$ cat src/logic/cosync_pkg.sv
// Package with register map, field layouts and timing constants of the SYNC scheduler
// Function
// - Own node address 1..127 forms the master heartbeat identifier.
// - With a synchronous PDO configured, SYNC goes out at each cycle start.
// - Slave mode takes its time base from a configured source, host task by default.
// - Host-task source: SYNC on task start or task end, by configuration.
// - Balanced mode holds pending transmits until the cycle's SYNC has gone.
// - Balanced mode spaces SYNC with the local crystal timer.
// - Balanced mode nudges local timer toward host when error exceeds tolerance.
// - Balanced mode issues SYNC a shift delay after the local timer tick that starts the cycle.
// - Master mode: local SYNC, host task start triggered shift delay after reference.
// - SYNC period equals task cycle time times the sync multiplier.
// - Output PDOs wait a percentage of the SYNC period after SYNC.
// - Received emergency objects are stored for later host read-back.
// - Each channel runs on its own resources, never disturbing the other.
// - Host online reset starts a communication reset on the bus.
// - A configured bit rate is checked against each slave's support.
// - A single SYNC may slip one frame on a busy bus; average holds.
// - Only the highest-priority linked task paces the device.
package cosync_pkg;
	// Register byte offsets
	localparam logic [11:0] CTRL_OFS      = 12'h000;
	localparam logic [11:0] NODE_OFS      = 12'h004;
	localparam logic [11:0] CYCLE_OFS     = 12'h008;
	localparam logic [11:0] MULT_OFS      = 12'h00C;
	localparam logic [11:0] SHIFT_OFS     = 12'h010;
	localparam logic [11:0] TOL_OFS       = 12'h014;
	localparam logic [11:0] PDO_DLY_OFS   = 12'h018;
	localparam logic [11:0] STATUS_OFS    = 12'h01C;
	localparam logic [11:0] BITRATE_OFS   = 12'h020;
	localparam logic [11:0] SLV_RATE_OFS  = 12'h024;
	localparam logic [11:0] EMCY_CNT_OFS  = 12'h028;
	localparam logic [11:0] EMCY_POP_OFS  = 12'h02C;
	localparam logic [11:0] HB_ID_OFS     = 12'h030;
	// Control fields
	localparam int CTRL_MODE_BIT   = 0; // 0 slave, 1 master
	localparam int CTRL_SRC_LO     = 1; // 2-bit sync source
	localparam int CTRL_EDGE_BIT   = 3; // 0 task start, 1 task end
	localparam int CTRL_SYNCPDO    = 4; // a synchronous PDO is configured
	localparam int CTRL_ORST_BIT   = 5; // online reset request, self clearing
	// Reset values
	localparam logic [6:0]  NODE_RST   = 7'h7F;
	localparam logic [31:0] CYCLE_RST  = 32'h0000_C350; // 1 ms at 50 MHz
	localparam logic [7:0]  MULT_RST   = 8'h01;
	localparam logic [31:0] SHIFT_RST  = 32'h0000_0000;
	localparam logic [15:0] TOL_RST    = 16'h0000;
	localparam logic [6:0]  PDO_RST    = 7'h00;
	localparam logic [5:0]  CTRL_RST   = 6'h00;
	// Heartbeat function code base
	localparam logic [10:0] HB_BASE    = 11'h700;
	localparam logic [6:0]  NODE_MIN   = 7'h01;
	// Timing: one frame at the slowest rate and the nudge step
	localparam int CLK_MHZ        = 50;
	localparam int FRAME_US       = 135;
	localparam int FRAME_CYC      = FRAME_US * CLK_MHZ;
	localparam logic [31:0] NUDGE = 32'h0000_0001;
	localparam int RESET_CYC      = 16;
	// Timing modes and sync sources
	typedef enum logic [1:0] {SRC_TASK, SRC_BALANCED, SRC_HWLINK} cosync_src_e;
endpackage

$ cat src/logic/cosync_emcy_store.sv
// Emergency object store read back by the host
`timescale 1ns/10ps
module cosync_emcy_store #(
	parameter int WIDTH = 32,
	parameter int DEPTH = 16
) (
	input  wire logic             clk_i,
	input  wire logic             rstn_i,
	input  wire logic             clr_i,
	input  wire logic             wr_i,
	input  wire logic [WIDTH-1:0] wdata_i,
	input  wire logic             rd_i,
	output logic      [WIDTH-1:0] rdata_o,
	output logic      [7:0]       count_o
);
	localparam int AW = $clog2(DEPTH);
	logic [WIDTH-1:0] mem [DEPTH];
	logic [AW-1:0]    wp, rp, next_wp, next_rp;
	logic [7:0]       cnt, next_cnt;
	logic             do_wr, do_rd;

	// Writes drop when full; the oldest stays readable
	always_comb begin
		do_wr = wr_i && (cnt < 8'(DEPTH));
		do_rd = rd_i && (cnt != 8'h00);
		next_wp = do_wr ? wp + 1'b1 : wp;
		next_rp = do_rd ? rp + 1'b1 : rp;
		next_cnt = cnt + {7'h00, do_wr} - {7'h00, do_rd};
		if (clr_i) begin
			next_wp = '0;
			next_rp = '0;
			next_cnt = 8'h00;
		end
	end

	// Pointer registers
	always_ff @(posedge clk_i) begin
		if (!rstn_i) begin
			wp <= '0;
			rp <= '0;
			cnt <= 8'h00;
		end else begin
			wp <= next_wp;
			rp <= next_rp;
			cnt <= next_cnt;
		end
	end

	// Storage array, no reset needed
	always_ff @(posedge clk_i) begin
		if (do_wr) begin
			mem[wp] <= wdata_i;
		end
	end

	assign rdata_o = mem[rp];
	assign count_o = cnt;
endmodule

$ cat src/logic/cosync_sched.sv
// SYNC scheduler top: APB registers, SYNC timing, PDO delay and host task pacing
`timescale 1ns/10ps
module cosync_sched
	import cosync_pkg::*;
#(
	parameter int EMCY_DEPTH = 16
) (
	// Clock and reset
	input  wire logic        CLK_I,
	input  wire logic        RSTN_I,
	// APB slave
	input  wire logic        PSEL_I,
	input  wire logic        PENABLE_I,
	input  wire logic        PWRITE_I,
	input  wire logic [11:0] PADDR_I,
	input  wire logic [31:0] PWDATA_I,
	output logic      [31:0] PRDATA_O,
	output logic             PREADY_O,
	output logic             PSLVERR_O,
	// Host task events
	input  wire logic        TASK_START_I,
	input  wire logic        TASK_END_I,
	input  wire logic        HWLINK_I,
	output logic             TASK_TRIG_O,
	// CAN controller side
	input  wire logic        BUS_BUSY_I,
	input  wire logic        TX_PENDING_I,
	input  wire logic        EMCY_VALID_I,
	input  wire logic [31:0] EMCY_DATA_I,
	output logic             SYNC_REQ_O,
	output logic             PDO_REQ_O,
	output logic             TX_HOLD_O,
	output logic             COMM_RESET_O,
	output logic [10:0]      HB_ID_O
);
	// Channel independence: each channel instantiates its own copy.
	// Pacing events come only from the highest-priority task port.

	logic [5:0]  ctrl, next_ctrl;
	logic [6:0]  node, next_node;
	logic [31:0] cycle, next_cycle;
	logic [7:0]  mult, next_mult;
	logic [31:0] shift, next_shift;
	logic [15:0] tol, next_tol;
	logic [6:0]  pdo_pct, next_pdo_pct;
	logic [31:0] bitrate, next_bitrate;
	logic [31:0] slv_rate, next_slv_rate;
	logic [31:0] prdata, next_prdata;
	logic        pready, next_pready;
	logic        pslverr, next_pslverr;
	logic        online_rst;
	logic        acc, wr, rd, emcy_pop;
	logic [31:0] emcy_rdata;
	logic [7:0]  emcy_cnt;
	logic        rate_ok;

	assign acc = PSEL_I && PENABLE_I && !pready;
	assign wr = acc && PWRITE_I;
	assign rd = acc && !PWRITE_I;
	assign emcy_pop = rd && (PADDR_I == EMCY_POP_OFS);
	assign online_rst = ctrl[CTRL_ORST_BIT];
	assign rate_ok = (slv_rate & bitrate) == bitrate;

	// Register writes and APB answer, one wait state
	always_comb begin
		next_ctrl = ctrl & ~(6'h01 << CTRL_ORST_BIT);
		next_node = node;
		next_cycle = cycle;
		next_mult = mult;
		next_shift = shift;
		next_tol = tol;
		next_pdo_pct = pdo_pct;
		next_bitrate = bitrate;
		next_slv_rate = slv_rate;
		next_prdata = prdata;
		next_pready = acc;
		next_pslverr = 1'b0;
		if (wr) begin
			case (PADDR_I)
				CTRL_OFS:     next_ctrl = PWDATA_I[5:0];
				NODE_OFS: begin
					if (PWDATA_I[6:0] >= NODE_MIN) begin
						next_node = PWDATA_I[6:0];
					end
				end
				CYCLE_OFS:    next_cycle = PWDATA_I;
				MULT_OFS:     next_mult = (PWDATA_I[7:0] == 8'h00) ? MULT_RST : PWDATA_I[7:0];
				SHIFT_OFS:    next_shift = PWDATA_I;
				TOL_OFS:      next_tol = PWDATA_I[15:0];
				PDO_DLY_OFS:  next_pdo_pct = (PWDATA_I[6:0] > 7'h64) ? 7'h64 : PWDATA_I[6:0];
				BITRATE_OFS:  next_bitrate = PWDATA_I;
				SLV_RATE_OFS: next_slv_rate = PWDATA_I;
				default:      next_pslverr = 1'b1;
			endcase
		end else if (rd) begin
			case (PADDR_I)
				CTRL_OFS:     next_prdata = {26'h0, ctrl};
				NODE_OFS:     next_prdata = {25'h0, node};
				CYCLE_OFS:    next_prdata = cycle;
				MULT_OFS:     next_prdata = {24'h0, mult};
				SHIFT_OFS:    next_prdata = shift;
				TOL_OFS:      next_prdata = {16'h0, tol};
				PDO_DLY_OFS:  next_prdata = {25'h0, pdo_pct};
				STATUS_OFS:   next_prdata = {29'h0, rate_ok, TX_HOLD_O, COMM_RESET_O};
				BITRATE_OFS:  next_prdata = bitrate;
				SLV_RATE_OFS: next_prdata = slv_rate;
				EMCY_CNT_OFS: next_prdata = {24'h0, emcy_cnt};
				EMCY_POP_OFS: next_prdata = emcy_rdata;
				HB_ID_OFS:    next_prdata = {21'h0, HB_ID_O};
				default: begin
					next_prdata = 32'h0000_0000;
					next_pslverr = 1'b1;
				end
			endcase
		end
	end

	// Register file flip-flops
	always_ff @(posedge CLK_I) begin
		if (!RSTN_I) begin
			ctrl <= CTRL_RST;
			node <= NODE_RST;
			cycle <= CYCLE_RST;
			mult <= MULT_RST;
			shift <= SHIFT_RST;
			tol <= TOL_RST;
			pdo_pct <= PDO_RST;
			bitrate <= 32'h0000_0000;
			slv_rate <= 32'h0000_0000;
			prdata <= 32'h0000_0000;
			pready <= 1'b0;
			pslverr <= 1'b0;
		end else begin
			ctrl <= next_ctrl;
			node <= next_node;
			cycle <= next_cycle;
			mult <= next_mult;
			shift <= next_shift;
			tol <= next_tol;
			pdo_pct <= next_pdo_pct;
			bitrate <= next_bitrate;
			slv_rate <= next_slv_rate;
			prdata <= next_prdata;
			pready <= next_pready;
			pslverr <= next_pslverr;
		end
	end

	assign PRDATA_O = prdata;
	assign PREADY_O = pready;
	assign PSLVERR_O = pslverr;

	// Emergency store, flushed by online reset
	cosync_emcy_store #(
		.WIDTH (32),
		.DEPTH (EMCY_DEPTH)
	) u_emcy (
		.clk_i   (CLK_I),
		.rstn_i  (RSTN_I),
		.clr_i   (online_rst),
		.wr_i    (EMCY_VALID_I),
		.wdata_i (EMCY_DATA_I),
		.rd_i    (emcy_pop),
		.rdata_o (emcy_rdata),
		.count_o (emcy_cnt)
	);

	// Timing core state
	logic        mode_master, edge_end, syncpdo;
	cosync_src_e src;
	logic        host_evt, tick_local;
	logic [31:0] loc_cnt, next_loc_cnt, loc_per, next_loc_per, host_cnt, next_host_cnt;
	logic [7:0]  cyc_cnt, next_cyc_cnt;
	logic [31:0] shift_cnt, next_shift_cnt;
	logic        shift_run, next_shift_run;
	logic        sync_due, next_sync_due;
	logic [31:0] slip, next_slip;
	logic [31:0] pdo_cnt, next_pdo_cnt;
	logic        pdo_run, next_pdo_run;
	logic [39:0] pdo_target;
	logic [4:0]  rst_cnt, next_rst_cnt;
	logic        sync_req, next_sync_req, pdo_req, next_pdo_req, hold, next_hold;
	logic        trig, next_trig, comm_rst, next_comm_rst;
	logic [31:0] sync_per;

	assign mode_master = ctrl[CTRL_MODE_BIT];
	assign src = cosync_src_e'(ctrl[CTRL_SRC_LO+:2]);
	assign edge_end = ctrl[CTRL_EDGE_BIT];
	assign syncpdo = ctrl[CTRL_SYNCPDO];
	assign host_evt = (src == SRC_HWLINK) ? HWLINK_I :
		(edge_end ? TASK_END_I : TASK_START_I);
	assign tick_local = (loc_cnt >= loc_per - 32'h1);
	assign sync_per = 32'(cycle * mult);
	assign pdo_target = 40'((64'(sync_per) * pdo_pct) / 100);

	// Timing core next state
	always_comb begin
		next_loc_cnt = tick_local ? 32'h0 : loc_cnt + 32'h1;
		next_loc_per = loc_per;
		next_host_cnt = host_cnt + 32'h1;
		next_cyc_cnt = cyc_cnt;
		next_shift_cnt = shift_cnt;
		next_shift_run = shift_run;
		next_sync_due = sync_due;
		next_slip = slip;
		next_pdo_cnt = pdo_cnt;
		next_pdo_run = pdo_run;
		next_sync_req = 1'b0;
		next_pdo_req = 1'b0;
		next_trig = 1'b0;
		next_hold = hold;
		next_rst_cnt = (rst_cnt != 5'h0) ? rst_cnt - 5'h1 : 5'h0;
		next_comm_rst = (rst_cnt != 5'h0);
		if (mode_master || src == SRC_BALANCED) begin
			// Local crystal cycle per task cycle
			if (tick_local) begin
				next_cyc_cnt = (cyc_cnt + 8'h1 >= mult) ? 8'h0 : cyc_cnt + 8'h1;
				next_shift_run = 1'b1;
				next_shift_cnt = 32'h0;
				// Hold from cycle start, so task outputs cannot overtake this SYNC
				if (!mode_master && syncpdo && next_cyc_cnt == 8'h0) begin
					next_hold = 1'b1;
				end
			end
			// Host end compared with local timebase; nudge when outside tolerance
			if (!mode_master && TASK_END_I) begin
				next_host_cnt = 32'h0;
				if (host_cnt > loc_per + {16'h0, tol}) begin
					next_loc_per = loc_per + NUDGE;
				end else if (host_cnt + {16'h0, tol} < loc_per) begin
					next_loc_per = loc_per - NUDGE;
				end
			end
			if (shift_run) begin
				next_shift_cnt = shift_cnt + 32'h1;
				if (shift_cnt >= shift) begin
					next_shift_run = 1'b0;
					if (mode_master) begin
						next_trig = 1'b1;
					end
					if (cyc_cnt == 8'h0 && syncpdo) begin
						next_sync_due = 1'b1;
						next_hold = !mode_master;
					end
				end
			end
		end else if (host_evt) begin
			next_cyc_cnt = (cyc_cnt + 8'h1 >= mult) ? 8'h0 : cyc_cnt + 8'h1;
			if (cyc_cnt == 8'h0 && syncpdo) begin
				next_sync_due = 1'b1;
			end
		end
		// Busy bus defers SYNC, bounded by one frame
		if (sync_due) begin
			next_slip = slip + 32'h1;
			if (!BUS_BUSY_I || slip >= 32'(FRAME_CYC)) begin
				next_sync_req = 1'b1;
				next_sync_due = 1'b0;
				next_slip = 32'h0;
				next_hold = 1'b0;
				next_pdo_run = 1'b1;
				next_pdo_cnt = 32'h0;
			end
		end
		if (pdo_run) begin
			next_pdo_cnt = pdo_cnt + 32'h1;
			if (40'(pdo_cnt) >= pdo_target) begin
				next_pdo_run = 1'b0;
				next_pdo_req = 1'b1;
			end
		end
		// New multiplier restarts the count so it never sits past the limit
		if (wr && PADDR_I == MULT_OFS) begin
			next_cyc_cnt = 8'h0;
		end
		// New cycle time retunes the local period at once
		if (wr && PADDR_I == CYCLE_OFS) begin
			next_loc_per = PWDATA_I;
		end
		if (online_rst) begin
			next_rst_cnt = 5'(RESET_CYC);
			next_cyc_cnt = 8'h0;
			next_shift_run = 1'b0;
			next_sync_due = 1'b0;
			next_pdo_run = 1'b0;
			next_hold = 1'b0;
			next_loc_cnt = 32'h0;
			next_loc_per = cycle;
		end
	end

	// Timing core flip-flops
	always_ff @(posedge CLK_I) begin
		if (!RSTN_I) begin
			loc_cnt <= 32'h0;
			loc_per <= CYCLE_RST;
			host_cnt <= 32'h0;
			cyc_cnt <= 8'h0;
			shift_cnt <= 32'h0;
			shift_run <= 1'b0;
			sync_due <= 1'b0;
			slip <= 32'h0;
			pdo_cnt <= 32'h0;
			pdo_run <= 1'b0;
			rst_cnt <= 5'h0;
			sync_req <= 1'b0;
			pdo_req <= 1'b0;
			hold <= 1'b0;
			trig <= 1'b0;
			comm_rst <= 1'b0;
		end else begin
			loc_cnt <= next_loc_cnt;
			loc_per <= next_loc_per;
			host_cnt <= next_host_cnt;
			cyc_cnt <= next_cyc_cnt;
			shift_cnt <= next_shift_cnt;
			shift_run <= next_shift_run;
			sync_due <= next_sync_due;
			slip <= next_slip;
			pdo_cnt <= next_pdo_cnt;
			pdo_run <= next_pdo_run;
			rst_cnt <= next_rst_cnt;
			sync_req <= next_sync_req;
			pdo_req <= next_pdo_req;
			hold <= next_hold;
			trig <= next_trig;
			comm_rst <= next_comm_rst;
		end
	end

	assign SYNC_REQ_O = sync_req;
	assign PDO_REQ_O = pdo_req;
	assign TX_HOLD_O = hold && TX_PENDING_I ? 1'b1 : hold;
	assign TASK_TRIG_O = trig;
	assign COMM_RESET_O = comm_rst;
	assign HB_ID_O = HB_BASE | {4'h0, node};
endmodule
$ cat config.mk
export PLATFORM = sky130hd
export DESIGN_NAME = cosync_sched
export DESIGN_NICKNAME = d
export VERILOG_FILES = /design/src/logic/cosync_pkg.sv /design/src/logic/cosync_emcy_store.sv /design/src/logic/cosync_sched.sv
export SDC_FILE = /design/constraint.sdc
export NUM_CORES = 2
export LEC_CHECK = 0
export ABC_CLOCK_PERIOD_IN_PS = 38200
export BUFFER_PORTS_ARGS = -buffer_cell sky130_fd_sc_hd__buf_2
export CELL_PAD_IN_SITES_DETAIL_PLACEMENT = 1
export CELL_PAD_IN_SITES_GLOBAL_PLACEMENT = 1
export CORE_MARGIN = 5
export CORE_UTILIZATION = 40
export CTS_BUF_LIST = sky130_fd_sc_hd__clkbuf_8
export CTS_CLUSTER_SIZE = 28
export DETAILED_ROUTE_END_ITERATION = 6
export PLACE_DENSITY = 0.68
export SETUP_SLACK_MARGIN = 0.1
export SLEW_MARGIN = 20
export SYNTH_ARGS = -nofsm -noshare
export SYNTH_HDL_FRONTEND = slang
export SYNTH_HIERARCHICAL = 1
export SYNTH_SLANG_ARGS = --single-unit
export TNS_END_PERCENT = 10
$ cat constraint.sdc
create_clock -name CLK_I -period 38.2 [get_ports CLK_I]
set_input_delay 7.64 -clock CLK_I [delete_from_list [all_inputs] [get_ports CLK_I]]
set_output_delay 7.64 -clock CLK_I [all_outputs]
set_load 0.01 [all_outputs]
# Word-level counts from Yosys, hierarchy flattened

Memory sizes are Yosys's and may differ from the RTL's. A register that Yosys moved wholly into a read port is not among the register bits.
Cells that the tools add are included.

Memories kept: 1
Input bits: 87
Word-level logic and storage cells: 198
Output and inout port bits: 50
Bits in writable memories: 512
Register bits: 435

Memories:

| name       | words | bits a word | read ports | clocked after Yosys merged registers in | write ports | line                    | source |
|---|---|---|---|---|---|---|---|
| u_emcy.mem | 16    | 32          | 1          | 1                                       | 1           | cosync_emcy_store.sv:17 | `logic [WIDTH-1:0] mem [DEPTH];` |

Add/subtract/negate cells: 15
Multipliers: 2
Divide/modulo/power cells: 1
Mux-type cells: 59
Equality and inequality tests: 16
Reduce and logical (&&, ||, !) cells: 57
Magnitude comparators: 10
Bitwise operators: 4

Operators with widths:

| operator                                                                 | number |
|---|---|
| 32-bit two-way mux                                                       | 14 |
| 32-bit case mux with 13 select lines                                     | 1 |
| 32-bit by 1-bit adder with 32-bit output (second input constant)         | 6 |
| 32-bit by 16-bit adder with 32-bit output                                | 2 |
| 39-bit by 7-bit divider with 64-bit output (second input constant)       | 1 |
| 32-bit >= comparator                                                     | 2 |
| 12-bit by 6-bit == test with 1-bit output (second input constant)        | 5 |
| 12-bit by 5-bit == test with 1-bit output (second input constant)        | 4 |
| 32-bit by 40-bit >= comparator with 1-bit output                         | 1 |
| 8-bit two-way mux                                                        | 5 |
| 32-bit by 7-bit multiplier with 39-bit output                            | 1 |
| 1-bit two-way mux                                                        | 34 |
| 32-bit bitwise AND                                                       | 1 |
| 32-bit == test                                                           | 1 |
| 32-bit by 13-bit >= comparator with 1-bit output (second input constant) | 1 |
| 32-bit greater-than comparator                                           | 1 |
| 32-bit less-than comparator                                              | 1 |
| 32-bit by 8-bit multiplier with 32-bit output                            | 1 |
| 32-bit by 1-bit subtractor with 32-bit output (second input constant)    | 1 |
| 2-bit AND reduction                                                      | 14 |
| 12-bit by 4-bit == test with 1-bit output (second input constant)        | 2 |
| 8-bit logical NOT                                                        | 3 |
| 1-bit logical AND                                                        | 14 |
| 13-bit OR reduction                                                      | 1 |
| other kinds (30)                                                         | 47 |

# Longest topological paths before layout

Depth after elaboration: 13
Depth in mapped cells: 174

# Cells and area by module

The synthesis kept the hierarchy.

By module, submodules not included:

| module            | cells an instance | instances | area each (µm²) | sequential area each (µm²) |
|---|---|---|---|---|
| cosync_sched      | 6097              | 1         | 47780.8         | 8388.0 |
| cosync_emcy_store | 930               | 1         | 20324.5         | 15775.1 |

# Worst setup path after synthesis

No wires, ideal clock.

Path type: register to register
Start point: reg mult[6]
End point: reg pdo_req, in the netlist PDO_REQ_O
Setup slack: 5.226 ns
Data arrival time: 32.859 ns
Data required time: 38.085 ns
Setup time: 0.115 ns
Clock period less this slack: 32.974 ns
Cell stages (with the launch flop): 162
Path through: dfxtp_1 > clkbuf_1 > clkbuf_1 > nand2_1 > fa_1 > fa_1 > inv_1 > fa_1 > inv_1 > fa_1 > inv_1 > ha_1 > a21oi_1 > o21bai_1 > a21oi_1 > o21bai_1 > a21oi_1 > o21bai_1 > (+126 left out) > nand2b_1 > a21oi_1 > nor2b_1 > o21ai_0 > nand2b_1 > a21oi_1 > o21ai_0 > a21o_1 > a21oi_1 > o21ai_0 > a21oi_1 > nor2b_1 > o21ai_0 > nand2b_1 > a21oi_1 > o31ai_1 > and3_1 > and2_1

Word-level cells in the longest chain between the ends: 5

RTL lines:

| element                                          | line                | source |
|---|---|---|
| from (decl)                                      | cosync_sched.sv:42  | `logic [7:0] mult, next_mult;` |
| from (signal assigned)                           | cosync_sched.sv:137 | `mult <= next_mult;` |
| 32-bit by 8-bit multiplier with 32-bit output    | cosync_sched.sv:193 | `assign sync_per = 32'(cycle * mult);` |
| 32-bit by 7-bit multiplier with 39-bit output    | cosync_sched.sv:194 | `assign pdo_target = 40'((64'(sync_per) * pdo_pct) / 100);` |
| 39-bit by 7-bit divider with 64-bit output       | cosync_sched.sv:194 |  |
| 32-bit by 40-bit >= comparator with 1-bit output | cosync_sched.sv:267 | `if (40'(pdo_cnt) >= pdo_target) begin` |
| 1-bit two-way mux                                | cosync_sched.sv:267 |  |
| to (signal assigned)                             | cosync_sched.sv:324 | `pdo_req <= next_pdo_req;` |
| to (decl)                                        | cosync_sched.sv:182 | `logic sync_req, next_sync_req, pdo_req, next_pdo_req, hold, next_hold;` |

Every way passes these cells.
A chain may end at the register's enable or synchronous reset.

# Worst setup path after layout

Start point: reg mult[2]
End point: reg pdo_req, in the netlist PDO_REQ_O

The elaborated chain is that of the path after synthesis.

==> metrics.cfg <==
[run_status]
status = finished, final reports clean

[cts]
path_clk_slew_ns = 0.06
cts_num_sinks = 951
cts_inserted_buffers = 161
cts-hold-fix-buffers = 0
clock-root-buffer = clkbuf_8
clockBufferDepth = 3
ctsHtreeMaxLevel = 4
cts_tree = yes
worstSkewPairLatency_ns = 0.91

[routing]
first_iter_violations = 3704
vias = 56200
wl_per_cell_um = 23.4
drc = 0
wl_mm = 228
firstDrtPassIters = 7
viasPerCell = 5.75
drtAntennaViolNets = 0

[worst_setup_path]
crit_cells = 163
cp_common_cell = a21oi_1
r2r_cells = 163
critPathArrivalTime_ns = 36.56
critPathKind = flop to flop
crit_family = compound AO/OA/AOI/OAI gates
required_ns = 38.98
worst-path-buf-inv = 19
cpPeakStageDelay_ns = 0.56
slowest_stage = or4_1
critPathMaxFanout = 18
setup.worst_path.start_class = flop
end_kind = flop

[grt]
grt_usage_pct = 25.1
gr-usage-met3_pct = 3.12
grt_use_met1_pct = 31.0
first_global_vias = 59600
antenna_found_initial = 16
grt_max_degree = 99
grt_busiest_layer = met2
grt_pass1_wl_mm = 354
met2_usage_pct = 44.1
grt_remaining_overflow = 0

[timing]
finalSetupViolations = 0
hold_viol_final = 0
fin_setup_tns_ns = 0
slew_headroom_pct = 20.1
timing.final.crit_share_pct = 93.7
final_max_slew_viol_count = 0
max_slew.worst_pin.slew_ns = 1.19
min_period_ns = 35.78
fmax_mhz = 28.0
skew_ns = 0.0520
rsz0062_at_grt = false

[power_and_ir_drop]
p_leak_uw = 0.0299
power.density_nw_per_um2 = 28.1
peakVddDrop_v = 0.0000324

[logic_synthesis]
ys_seq_elements = 951
yosysWarnings = 6
netlist_area_um2 = 68100
yosysUniqueCellTypes = 145
syn_area_per_cell_um2 = 9.69
ys_seq_area_share_pct = 35.5
ys_async_sr_fraction_pct = 0
synth-edff-count = 512
netlist_instances = 7027
synth-main-ff-cell = edfxtp_1

[flow_run]
drv_cap = 0

[cells_and_area]
synthToLayoutAreaGrowth_pct = 13.4
stdcell_area_um2 = 77300
mostFrequentLayoutCells = nand2_1 (841), inv_1 (584), edfxtp_1 (512)
drive_gt1_share_pct = 15.7
final_net_count = 8133
final_common_cell = nand2_1
finalNonFillerCells = 9773

[die]
die-area_um2 = 179000
rows = 151
die_x_um = 423
start_util_pct = 40.2
coreArea_um2 = 169000
fp.dieH_um = 423
ioPinCount = 137

[min_path]
hold_path.class = flop to flop
hold_path_depth = 1

[place]
numPortBuffers = 131
dp_hpwl_mm = 166
dp_cells = 9449
gp_congestion = 0.920
placedInstanceArea_um2 = 73400

-- per-layer routing --
metal / part of all wire, % / wire [µm]
met4: 4.7 / 10800
met5: 0.020 / 46
met3: 4.5 / 10300
met2: 50 / 113000
met1: 41 / 94000
-- logic make-up (layout without fill, tap and decap cells) --
group                      Yosys count  count (layout)  share of synthesized area (%)
AOI/OAI and AO/OA                 1602            1603                           16.6
DFF                                951             951                           35.5
and+or+nand+nor                   2351            2351                           16.8
other                                2              18                         0.0110
adders and majority gates          643             643                           15.2
buffers and inverters              884            1395                           5.17
xor gates and xnor gates           387             387                           5.18
muxes                              207             207                           5.49
-- cell usage after synthesis, types with 79 or more instances --
library cell | n | area, µm²
nand2_1 | 846 | 3180
inv_1 | 525 | 1970
edfxtp_1 | 512 | 15400
dfxtp_1 | 439 | 8790
nor2_1 | 370 | 1390
and2_1 | 340 | 2130
a21oi_1 | 335 | 1680
ha_1 | 325 | 4070
fa_1 | 308 | 6170
clkbuf_1 | 265 | 995
xnor2_1 | 260 | 2280
o21ai_0 | 253 | 1270
a21boi_0 | 200 | 1500
nand3_1 | 193 | 966
mux4_2 | 128 | 2880
xor2_1 | 115 | 1010
nor3_1 | 102 | 510
a22oi_1 | 98 | 736
nand2b_1 | 87 | 544
and3_1 | 79 | 494
o211ai_1 | 79 | 593
-- report_power, final --
group / switching (µW) / leakage [µW] / internal (µW) / total (µW)
registers: 16.0 / 0.00816 / 1100 / 1120
logic: 101 / 0.0199 / 49.6 / 151
clock network: 449 / 0.00186 / 455 / 904
-- timing repair --
| action | in CTS | in global routing |
|---|---|---|
| buffers inserted | 0 | 18 |
| endpoints found under the setup margin | 0 | 2 |
| resized for setup | 0 | 119 |
-- path summary, 6_finish.rpt --
path	from	end	slack, ns
min	rst_cnt[0]	rst_cnt[0]	0.44
max	mult[2]	PDO_REQ_O	2.42
max reg2reg	mult[2]	PDO_REQ_O	2.42
min reg2reg	rst_cnt[0]	rst_cnt[0]	0.44
-- worst reg2reg max path, delay by kind of cell, from the launching register on --
family,cells,cell delay [ns]
and+or+nand+nor,29,5.74
DFF,1,0.39
xor gates and xnor gates,6,1.18
buffers and inverters,19,2.61
AOI/OAI and AO/OA,94,19.63
adders and majority gates,12,5.09
muxes,3,1.00
-- flip-flops by register name, summed over array words and instances, names as in the netlist, 5 cells and up, named ones only --
name	count
u_emcy/mem	512
PRDATA_O	32
bitrate	32
cycle	32
host_cnt	32
loc_cnt	32
loc_per	32
pdo_cnt	32
shift	32
shift_cnt	32
slip	32
slv_rate	32
tol	16
cyc_cnt	8
mult	8
u_emcy/count_o	8
node	7
pdo_pct	7
ctrl	6
rst_cnt	5
-- layout make-up --
type,count,area (µm²)
well taps,2218,2780
flip-flops and latches,951,24200
multi-input cells,5195,41100
inverters,535,2020
clock inverters,108,651
clock buffers,183,2520
diodes,14,35.0
fillers,19300,92000
repair buffers,569,4000
-- through the flow --
step | hold slack (ns) | power (µW) | worst slack, ns | utilization, %
floorplan | 0.413 | 1220 | 5.23 | -
global placement | 0.426 | 1280 | 1.32 | 43.4
detailed placement | 0.429 | 1290 | 0.768 | 43.4
CTS | 0.438 | 2200 | 0.561 | 45.2
global route | 0.459 | 2260 | 0.0732 | 45.6
finish | 0.436 | 2170 | 2.42 | 45.6
Power figures use the tool's default switching activity.
